[src/common/cfis_pkg.sv]
// Package: register map, field positions and reset values of the fault status bank
package cfis_pkg;
    // Register indices; the byte address is four times the index
    localparam logic [7:0] IDX_LAT_A    = 8'h3a;
    localparam logic [7:0] IDX_LAT_B    = 8'h3b;
    localparam logic [7:0] IDX_LIVE     = 8'h3c;
    localparam logic [7:0] IDX_IRQ_STAT = 8'h40;
    localparam logic [7:0] IDX_IRQ_MASK = 8'h41;

    // Reset values
    localparam logic [7:0] FLAGS_RST = 8'h00;
    localparam logic [2:0] IRQ_RST   = 3'h0;

    // Live register: bits 7..3 carry flags, 2..0 are reserved and read zero
    localparam logic [7:0] LIVE_USED = 8'hf8;

    // Field positions, first latched register
    localparam int LA_OV_C1P   = 7;
    localparam int LA_OV_C2M   = 4;
    localparam int LA_HS_INS   = 3;
    localparam int LA_HS_HOOK  = 1;
    localparam int LA_PROC_OVL = 0;
    // Field positions, second latched register
    localparam int LB_ANA_UP   = 7;
    localparam int LB_ANA_LO   = 6;
    localparam int LB_VOICE_UP = 5;
    localparam int LB_VOICE_DN = 4;
    localparam int LB_MB_SHORT = 3;
    localparam int LB_MB_OV    = 0;
    // Field positions, live register
    localparam int LV_CLK_ERR  = 7;
    localparam int LV_LOCK     = 6;
    localparam int LV_BST_OT   = 5;
    localparam int LV_BST_MO   = 3;

    // Interrupt status / mask layout
    localparam int IRQ_LAT_A = 0;
    localparam int IRQ_LAT_B = 1;
    localparam int IRQ_LIVE  = 2;

    typedef enum logic {PH_IDLE, PH_ACCESS} cfis_phase_e;
endpackage

[src/common/cfis_flag_if.sv]
// Interface: event, clear and flag signals between controller and a latched flag bank
interface cfis_flag_if #(parameter int W = 8);
    logic [W-1:0] ev;
    logic         clr;
    logic [W-1:0] clr_mask;
    logic [W-1:0] flags;

    modport bank (input ev, input clr, input clr_mask, output flags);
    modport ctrl (output ev, output clr, output clr_mask, input flags);
endinterface

[src/core/cfis_top.sv]
// Top: APB slave holding the latched and live fault status registers
//
// The APB slave port was decided locally.
module cfis_top #(
    parameter int AW = 12
) (
    input  wire logic          pclk,
    input  wire logic          presetn,
    input  wire logic          psel,
    input  wire logic          penable,
    input  wire logic          pwrite,
    input  wire logic [AW-1:0] paddr,
    input  wire logic [31:0]   pwdata,
    input  wire logic [3:0]    pstrb,
    output logic               pready,
    output logic [31:0]        prdata,
    output logic               pslverr,
    input  wire logic [7:0]    lat_a_events,
    input  wire logic [7:0]    lat_b_events,
    input  wire logic [7:0]    live_events,
    output logic               irq
);
    typedef struct packed {
        cfis_pkg::cfis_phase_e ph;
        logic                  pready_r;
        logic                  pslverr_r;
        logic [31:0]           prdata_r;
        logic [7:0]            live_r;
        logic [2:0]            stat_r;
        logic [2:0]            mask_r;
        logic                  irq_r;
    } cfis_top_s;

    cfis_top_s st;
    cfis_top_s st_nxt;

    cfis_flag_if #(.W(8)) lat_a_if ();
    cfis_flag_if #(.W(8)) lat_b_if ();

    // Address decode, shared by read mux, write path and read-clear
    function automatic logic cfis_hit(input logic [AW-1:0] a, input logic [7:0] idx);
        return a == AW'({idx, 2'b00});
    endfunction

    logic       setup;
    logic       done;
    logic       rd_done;
    logic [2:0] irq_set;
    logic [2:0] w1c;
    logic       mapped;
    logic [7:0] rd_byte;

    // Phase strobes; done marks the edge where the transfer takes effect
    assign setup   = psel && !penable;
    assign done    = psel && penable && st.pready_r;
    assign rd_done = done && !pwrite;

    // Event inputs into the two latched banks; read completion clears seen bits
    assign lat_a_if.ev       = lat_a_events;
    assign lat_b_if.ev       = lat_b_events;
    assign lat_a_if.clr      = rd_done && cfis_hit(paddr, cfis_pkg::IDX_LAT_A);
    assign lat_b_if.clr      = rd_done && cfis_hit(paddr, cfis_pkg::IDX_LAT_B);
    assign lat_a_if.clr_mask = st.prdata_r[7:0];
    assign lat_b_if.clr_mask = st.prdata_r[7:0];

    cfis_latch_bank #(.W(8)) u_lat_a (
        .pclk    (pclk),
        .presetn (presetn),
        .fl      (lat_a_if.bank)
    );

    cfis_latch_bank #(.W(8)) u_lat_b (
        .pclk    (pclk),
        .presetn (presetn),
        .fl      (lat_b_if.bank)
    );

    // Read mux and map check, evaluated in the setup cycle
    always_comb begin
        rd_byte = 8'h00;
        mapped  = 1'b1;
        if (cfis_hit(paddr, cfis_pkg::IDX_LAT_A)) begin
            rd_byte = lat_a_if.flags;
        end else if (cfis_hit(paddr, cfis_pkg::IDX_LAT_B)) begin
            rd_byte = lat_b_if.flags;
        end else if (cfis_hit(paddr, cfis_pkg::IDX_LIVE)) begin
            rd_byte = st.live_r;
        end else if (cfis_hit(paddr, cfis_pkg::IDX_IRQ_STAT)) begin
            rd_byte = {5'h00, st.stat_r};
        end else if (cfis_hit(paddr, cfis_pkg::IDX_IRQ_MASK)) begin
            rd_byte = {5'h00, st.mask_r};
        end else begin
            mapped = 1'b0;
        end
    end

    // New flag events raise the sticky interrupt status bits
    always_comb begin
        irq_set                      = 3'h0;
        irq_set[cfis_pkg::IRQ_LAT_A] = |(lat_a_events & ~lat_a_if.flags);
        irq_set[cfis_pkg::IRQ_LAT_B] = |(lat_b_events & ~lat_b_if.flags);
        irq_set[cfis_pkg::IRQ_LIVE]  = |(live_events & cfis_pkg::LIVE_USED & ~st.live_r);
        w1c = 3'h0;
        if (done && pwrite && pstrb[0] && cfis_hit(paddr, cfis_pkg::IDX_IRQ_STAT)) begin
            w1c = pwdata[2:0];
        end
    end

    // Next state: bus phase, live sampling, interrupt status and mask
    always_comb begin
        st_nxt        = st;
        // Reserved live bits are forced low whatever the inputs carry
        st_nxt.live_r = live_events & cfis_pkg::LIVE_USED;
        // Set wins over a same-cycle write-one-to-clear
        st_nxt.stat_r = (st.stat_r & ~w1c) | irq_set;
        if (done && pwrite && pstrb[0] && cfis_hit(paddr, cfis_pkg::IDX_IRQ_MASK)) begin
            st_nxt.mask_r = pwdata[2:0];
        end
        case (st.ph)
            cfis_pkg::PH_IDLE: begin
                if (setup) begin
                    st_nxt.ph        = cfis_pkg::PH_ACCESS;
                    st_nxt.pready_r  = 1'b1;
                    st_nxt.pslverr_r = !mapped;
                    st_nxt.prdata_r  = pwrite ? 32'h0000_0000 : {24'h00_0000, rd_byte};
                end
            end
            cfis_pkg::PH_ACCESS: begin
                // Master holds its request until it sees ready
                if (done || !psel) begin
                    st_nxt.ph        = cfis_pkg::PH_IDLE;
                    st_nxt.pready_r  = 1'b0;
                    st_nxt.pslverr_r = 1'b0;
                end
            end
            default: begin
                st_nxt.ph       = cfis_pkg::PH_IDLE;
                st_nxt.pready_r = 1'b0;
            end
        endcase
        // Registered from next values so irq tracks status in the same cycle
        st_nxt.irq_r = |(st_nxt.stat_r & st_nxt.mask_r);
    end

    always_ff @(posedge pclk or negedge presetn) begin
        if (!presetn) begin
            st           <= '0;
            st.ph        <= cfis_pkg::PH_IDLE;
            st.live_r    <= cfis_pkg::FLAGS_RST;
            st.stat_r    <= cfis_pkg::IRQ_RST;
            st.mask_r    <= cfis_pkg::IRQ_RST;
        end else begin
            st <= st_nxt;
        end
    end

    // Outputs straight from flops
    assign pready  = st.pready_r;
    assign prdata  = st.prdata_r;
    assign pslverr = st.pslverr_r;
    assign irq     = st.irq_r;

    logic rd_a_done;
    assign rd_a_done = lat_a_if.clr;
endmodule

[src/core/cfis_latch_bank.sv]
// Bank of sticky flags that set on events and clear when the host has read them
module cfis_latch_bank #(
    parameter int W = 8
) (
    input wire logic   pclk,
    input wire logic   presetn,
    cfis_flag_if.bank  fl
);
    typedef struct packed {
        logic [W-1:0] flags_r;
    } cfis_bank_s;

    cfis_bank_s st;
    cfis_bank_s st_nxt;

    // Only bits the host actually saw are cleared; a live event always wins
    always_comb begin
        st_nxt         = st;
        st_nxt.flags_r = (st.flags_r & ~(fl.clr ? fl.clr_mask : '0)) | fl.ev;
    end

    always_ff @(posedge pclk or negedge presetn) begin
        if (!presetn) begin
            st <= '0;
        end else begin
            st <= st_nxt;
        end
    end

    assign fl.flags = st.flags_r;
endmodule

[config.mk]
export PLATFORM = sky130hd
export DESIGN_NAME = cfis_top
export DESIGN_NICKNAME = d
export VERILOG_FILES = /design/src/common/cfis_pkg.sv /design/src/common/cfis_flag_if.sv /design/src/core/cfis_top.sv /design/src/core/cfis_latch_bank.sv
export SDC_FILE = /design/constraint.sdc
export NUM_CORES = 1
export LEC_CHECK = 0
export BUFFER_PORTS_ARGS = -buffer_cell sky130_fd_sc_hd__buf_4
export CAP_MARGIN = 20
export CORE_MARGIN = 5
export CORE_UTILIZATION = 47
export CTS_BUF_LIST = sky130_fd_sc_hd__clkbuf_8
export DETAILED_ROUTE_END_ITERATION = 8
export PLACE_DENSITY = 0.92
export SLEW_MARGIN = 20
export SYNTH_ARGS = -nofsm -noshare
export SYNTH_HDL_FRONTEND = slang
export SYNTH_SLANG_ARGS = --single-unit
[constraint.sdc]
create_clock -name pclk -period 2 [get_ports pclk]
set_input_delay 0.3 -clock pclk [delete_from_list [all_inputs] [get_ports pclk]]
set_output_delay 0.3 -clock pclk [all_outputs]
set_load 0.02 [all_outputs]
==> Yosys cells after proc, flatten, opt, wreduce, memory -nomap -nowiden <==
Cells that the tools add are included.
{ "classes": {"eq_ne": 7, "mux": 18, "bitwise": 17, "n_reduce_logical": 21} }
{ "op_table": {"columns": ["operator", "n"], "rows": [
  ["8-bit two-way mux", 6],
  ["8-bit bitwise AND", 5],
  ["8-bit NOT", 5],
  ["12-bit by 8-bit equality test with 1-bit output (second input constant)", 3],
  ["35-bit two-way mux", 1],
  ["12-bit by 9-bit equality test with 1-bit output (second input constant)", 2],
  ["8-bit OR reduction", 3],
  ["8-bit OR", 2],
  ["3-bit two-way mux", 5],
  ["1-bit logical AND", 10],
  ["3-bit bitwise AND", 2],
  ["3-bit one-hot mux with 2 select lines", 1],
  ["1-bit two-way mux", 5],
  ["1-bit zero test", 4],
  ["2-bit AND reduction", 2],
  ["3-bit NOT", 1],
  ["3-bit OR", 1],
  ["3-bit OR reduction", 1],
  ["2-bit by 1-bit inequality test with 1-bit output (second input constant)", 1],
  ["2-bit inequality test (second input constant)", 1],
  ["1-bit logical OR", 1],
  ["1-bit NOT", 1]
]} }
{ "totals": {"reg_bits": 63, "input_bits": 77, "output_inout_bits": 35, "elab_cells": 73} }

==> Logic depth before layout (Yosys ltp) <==
{ "logic_depth": {"word_depth": 11, "depth_mapped": 7, "ltp_nobuf": 5} }

==> By module <==
Synthesis repeated with hierarchy kept, for this count alone.
{ "hier_totals": {"cells_unflattened": 228, "area_unflattened_um2": 2174.6} }
{ "by_module_without_submodules": {"columns": ["mod", "instances", "cells_each", "area_per_inst_um2", "seq_area_each_um2"], "rows": [
  ["cfis_top", 1, 178, 1579.0, 575.6],
  ["cfis_latch_bank", 2, 25, 297.8, 200.2]
]} }

==> Worst setup path before layout <==
Ideal clock, no wire load.
{ "synth_path": {"path_type": "input port to flip-flop", "start": "input paddr[11]", "end": "register st (netlist bit prdata[1])", "setup_time_ps": 127, "arrival_time_ps": 1870, "required_ps": 1873, "path_slack_ps": 3, "stages": 7, "path_buffers": 2, "cell_sequence": "or4_4 -> or2_0 -> buf_6 -> or3_1 -> buf_6 -> o21bai_1 -> o31ai_1"} }
{ "synth_between": {"elab_chain_len": 7, "elab_cells_between_ends": 11, "cone_classes": "5 x eq/ne; 6 x mux"} }
{ "synth_lines": {"columns": ["element", "line", "rtl"], "rows": [
  ["start: declaration", "cfis_top.sv:12", "input wire logic [AW-1:0] paddr,"],
  ["12-bit by 9-bit equality test with 1-bit output", "cfis_top.sv:42", "return a == AW'({idx, 2'b00});"],
  ["3-bit two-way mux", "cfis_top.sv:90", "end else if (cfis_hit(paddr, cfis_pkg::IDX_IRQ_MASK)) begin"],
  ["3-bit two-way mux", "cfis_top.sv:88", "end else if (cfis_hit(paddr, cfis_pkg::IDX_IRQ_STAT)) begin"],
  ["8-bit two-way mux", "cfis_top.sv:86", "end else if (cfis_hit(paddr, cfis_pkg::IDX_LIVE)) begin"],
  ["8-bit two-way mux", "cfis_top.sv:84", "end else if (cfis_hit(paddr, cfis_pkg::IDX_LAT_B)) begin"],
  ["8-bit two-way mux (*)", "cfis_top.sv:82", "if (cfis_hit(paddr, cfis_pkg::IDX_LAT_A)) begin"],
  ["8-bit two-way mux (*)", "cfis_top.sv:125", "st_nxt.prdata_r = pwrite ? 32'h0000_0000 : {24'h00_0000, rd_byte};"],
  ["end signal: assignment", "cfis_top.sv:153", "st <= st_nxt;"],
  ["end: declaration", "cfis_top.sv:34", "cfis_top_s st;"]
]} }
Mark *: on every way between the ends. The rest lies on a longest branch, timed or not.
A chain may end at the register's enable or synchronous reset.

==> flow_metrics.py <==
metrics = {
    "place": {
        "port_buffers": 52,
        "place_ws_ps": -195,
        "hpwl_um": 4070,
        "gp_congestion": 0.805,
    },
    "power_and_ir_drop": {
        "clkPwrFrac": 0.398,
        "powerDensity_nw_per_um2": 618,
        "power_frac_comb": 0.122,
        "p_total_mw": 1.69,
        "p_switching_uw": 402,
        "seqPwrFrac": 0.480,
        "p_int_mw": 1.29,
        "peakVddDrop_v": 0.000309,
        "p_sw_frac": 0.238,
        "power_leakage_nw": 1.24,
    },
    "setup_path": {
        "arrival_ps": 2080,
        "reg2reg_slack_ps": 220,
        "crit_chain": "buf_4 > or4_4 > or2_0 > buf_4 > nor4_4 > buf_4 > nand2_1 > a21o_1",
        "cpPeakStageDelay_ps": 520,
        "critPathRequiredTime_ps": 2190,
        "crit_type": "input pin to flip-flop",
        "cp.buffers_inverters": 3,
        "critPathSlowestCell": "or4_4",
        "critPathLaunchType": "input pin",
        "critPathMaxFanout": 8,
        "crit_top_cell": "buf_4",
        "crit_family": "simple AND/OR/NAND/NOR gates",
        "endpoint_kind": "flip-flop",
    },
    "routing": {
        "via_per_inst": 5.10,
        "drt-total-wl_um": 5080,
        "ant_nets": 0,
        "firstDrtPassIters": 4,
        "drt_iter0_drc": 115,
        "drc": 0,
        "via_count": 1761,
        "wl_per_cell_um": 14.7,
    },
    "clocking": {
        "clock_latency_ps": 300,
        "clock_sinks": 39,
        "clk_path_buf_depth": 2,
        "htree_levels": 2,
        "post_cts_buffers": 0,
        "cts_made_buffers": 5,
        "cts-root-buf": "clkbuf_8",
        "cts_tree": "yes",
        "path_clk_slew_ps": 70,
    },
    "synth": {
        "ys_seq_area_frac": 0.439,
        "synth_xor_xnor_area_share": 0,
        "synthTopCellsByArea": "dfrtp_1 (44%), buf_4 (11%), a21o_1 (5.7%)",
        "async_reset_ff_frac": 1.00,
        "synth.top_cell.area_share": 0.439,
        "yosys_register_bits": 39,
        "ys_types": 44,
        "synthAdderAreaFrac": 0.00450,
        "netlist_instances": 229,
        "synth-compound-area-share": 0.190,
        "synth_area_um2": 2220,
        "syn_avg_cell_area_um2": 9.71,
        "yosys.area_share.simple": 0.187,
        "synth_edf_count": 0,
        "ys.flop_type": "dfrtp_1",
        "synthMuxAreaShare": 0.0225,
        "yosysWarnings": 0,
        "synth_top_family_by_area": "compound AO/OA/AOI/OAI gates",
        "yosysTopAreaCell": "dfrtp_1",
    },
    "cells_and_area": {
        "n_fill_cell": 413,
        "diodes": 0,
        "final_common_cell": "buf_4",
        "drive_gt1_frac": 0.292,
        "fin_util": 0.587,
        "regArea_um2": 976,
        "nNetsFinal": 367,
        "synthToLayoutAreaGrowth_pct": 23.1,
        "final_cell_mix": "buf_4 (66), dfrtp_1 (39), nand2_1 (27), conb_1 (24), inv_1 (20)",
        "multi_input_area_um2": 996,
    },
    "floorplanning": {
        "core_area_um2": 4660,
        "dieArea_um2": 6210,
        "rows": 25,
        "pin_count": 112,
        "die_w_um": 78.8,
        "fp.dieH_um": 78.8,
        "start_util": 0.477,
    },
    "sta": {
        "fin_ws_ps": 111,
        "rsz0062_at_grt": "false",
        "slew_viol_final": 0,
        "max_freq_ghz": 0.529,
        "setup_viol": 0,
        "timing.hold.ws_ps": 120,
        "setup_tns_ps": 0,
        "min_period_ps": 1890,
        "hold_viol_final": 0,
        "fin_crit_sh": 0.945,
        "clock-skew-final_ps": 7.77,
    },
    "global_route": {
        "grt_max_degree": 40,
        "antenna_found_initial": 0,
        "overflow": 0,
        "grt_pass1_vias": 1761,
        "grt_pass1_wl_um": 8200,
        "grtUsageTotal": 0.170,
    },
    "status": {
        "status": "complete, no violations",
    },
    "hold_path": {
        "hp-class": "input pin to flip-flop",
    },
    "run": {
        "cap_violations": 0,
    },
}
==> per-stage QoR <==
| stage | instances | area, µm² |
|---|---|---|
| CTS | 345 | 2730 |
| global route | 345 | 2740 |
| floorplan | 252 | 2310 |
| global placement | 336 | 2600 |
| finish | 345 | 2740 |
| detailed placement | 336 | 2600 |
==> registers in the layout (all words and copies together) (netlist names) <==
signal and flops:
u_lat_a.fl.flags 8, irq 1, st 12, pslverr 1, pready 1, prdata 8
u_lat_b.fl.flags 8
==> synth_stat cells, types with 3 or more instances <==
| cell | n |
|---|---|
| a21o_1 | 17 |
| a21oi_1 | 6 |
| a221oi_1 | 5 |
| buf_4 | 32 |
| dfrtp_1 | 39 |
| inv_1 | 20 |
| mux2i_1 | 5 |
| nand2_1 | 27 |
| nand2b_1 | 5 |
| nand3_1 | 5 |
| nor2b_1 | 8 |
| nor3_1 | 4 |
| o21ai_1 | 10 |
| o221ai_1 | 3 |
==> what timing repair did <==
| action | CTS | global route |
|---|---|---|
| gates resized for setup | 0 | 1 |
| endpoints found under the setup margin | 0 | 1 |
| hold buffers | 1 | 0 |
| endpoints found under the hold margin | 39 | 0 |
==> power by group through the flow <==
stage               Sequential [mW]  Clock [mW]  Combinational, mW
floorplan                     0.832           0              0.121
global placement              0.826           0              0.199
detailed placement            0.827           0              0.205
CTS                           0.812       0.686              0.207
global route                  0.814       0.716              0.227
finish                        0.812       0.673              0.206
==> cell families after synthesis <==
kind of cell	count (synthesis)
fa+ha+maj	1
mux	5
simple gates	69
other cells	1
flops	39
buf+inv	56
compound gates	58
==> area by class of cell <==
cell class / instances / share of cell area
multi-input cells: 157 / 0.364
flip-flops and latches: 39 / 0.356
repair buffers: 67 / 0.185
clock buffers: 6 / 0.0302
inverters: 20 / 0.0274
well taps: 54 / 0.0247
clock inverters: 2 / 0.0128
==> layer usage <==
| metal | track usage | routed length (µm) |
|---|---|---|
| met1 | 0.227 | 2140 |
| met2 | 0.267 | 2540 |
| met3 | 0.0442 | 342 |
| met4 | 0.0577 | 66 |
| met5 | 0 | 0 |
==> worst reg2reg max path, delay by kind of cell, from the launching register on <==
kind / cells / cell delay (ps)
simple gates: 2 / 440
buf+inv: 1 / 190
compound gates: 3 / 580
flops: 1 / 430
==> path summary, 6_finish.rpt <==
path                                       end                 from  cells past startpoint
setup / recovery           u_lat_b.fl.flags[7]            paddr[11]                      8
hold / removal                          st[10]       live_events[3]                      1
setup reg to reg                           irq               pready                      6
hold reg to reg            u_lat_b.fl.flags[4]  u_lat_b.fl.flags[4]                      1
max in group asynchronous                st[6]              presetn                      2
min in group asynchronous  u_lat_a.fl.flags[4]              presetn                      2
(Power assumes the default switching activity.)
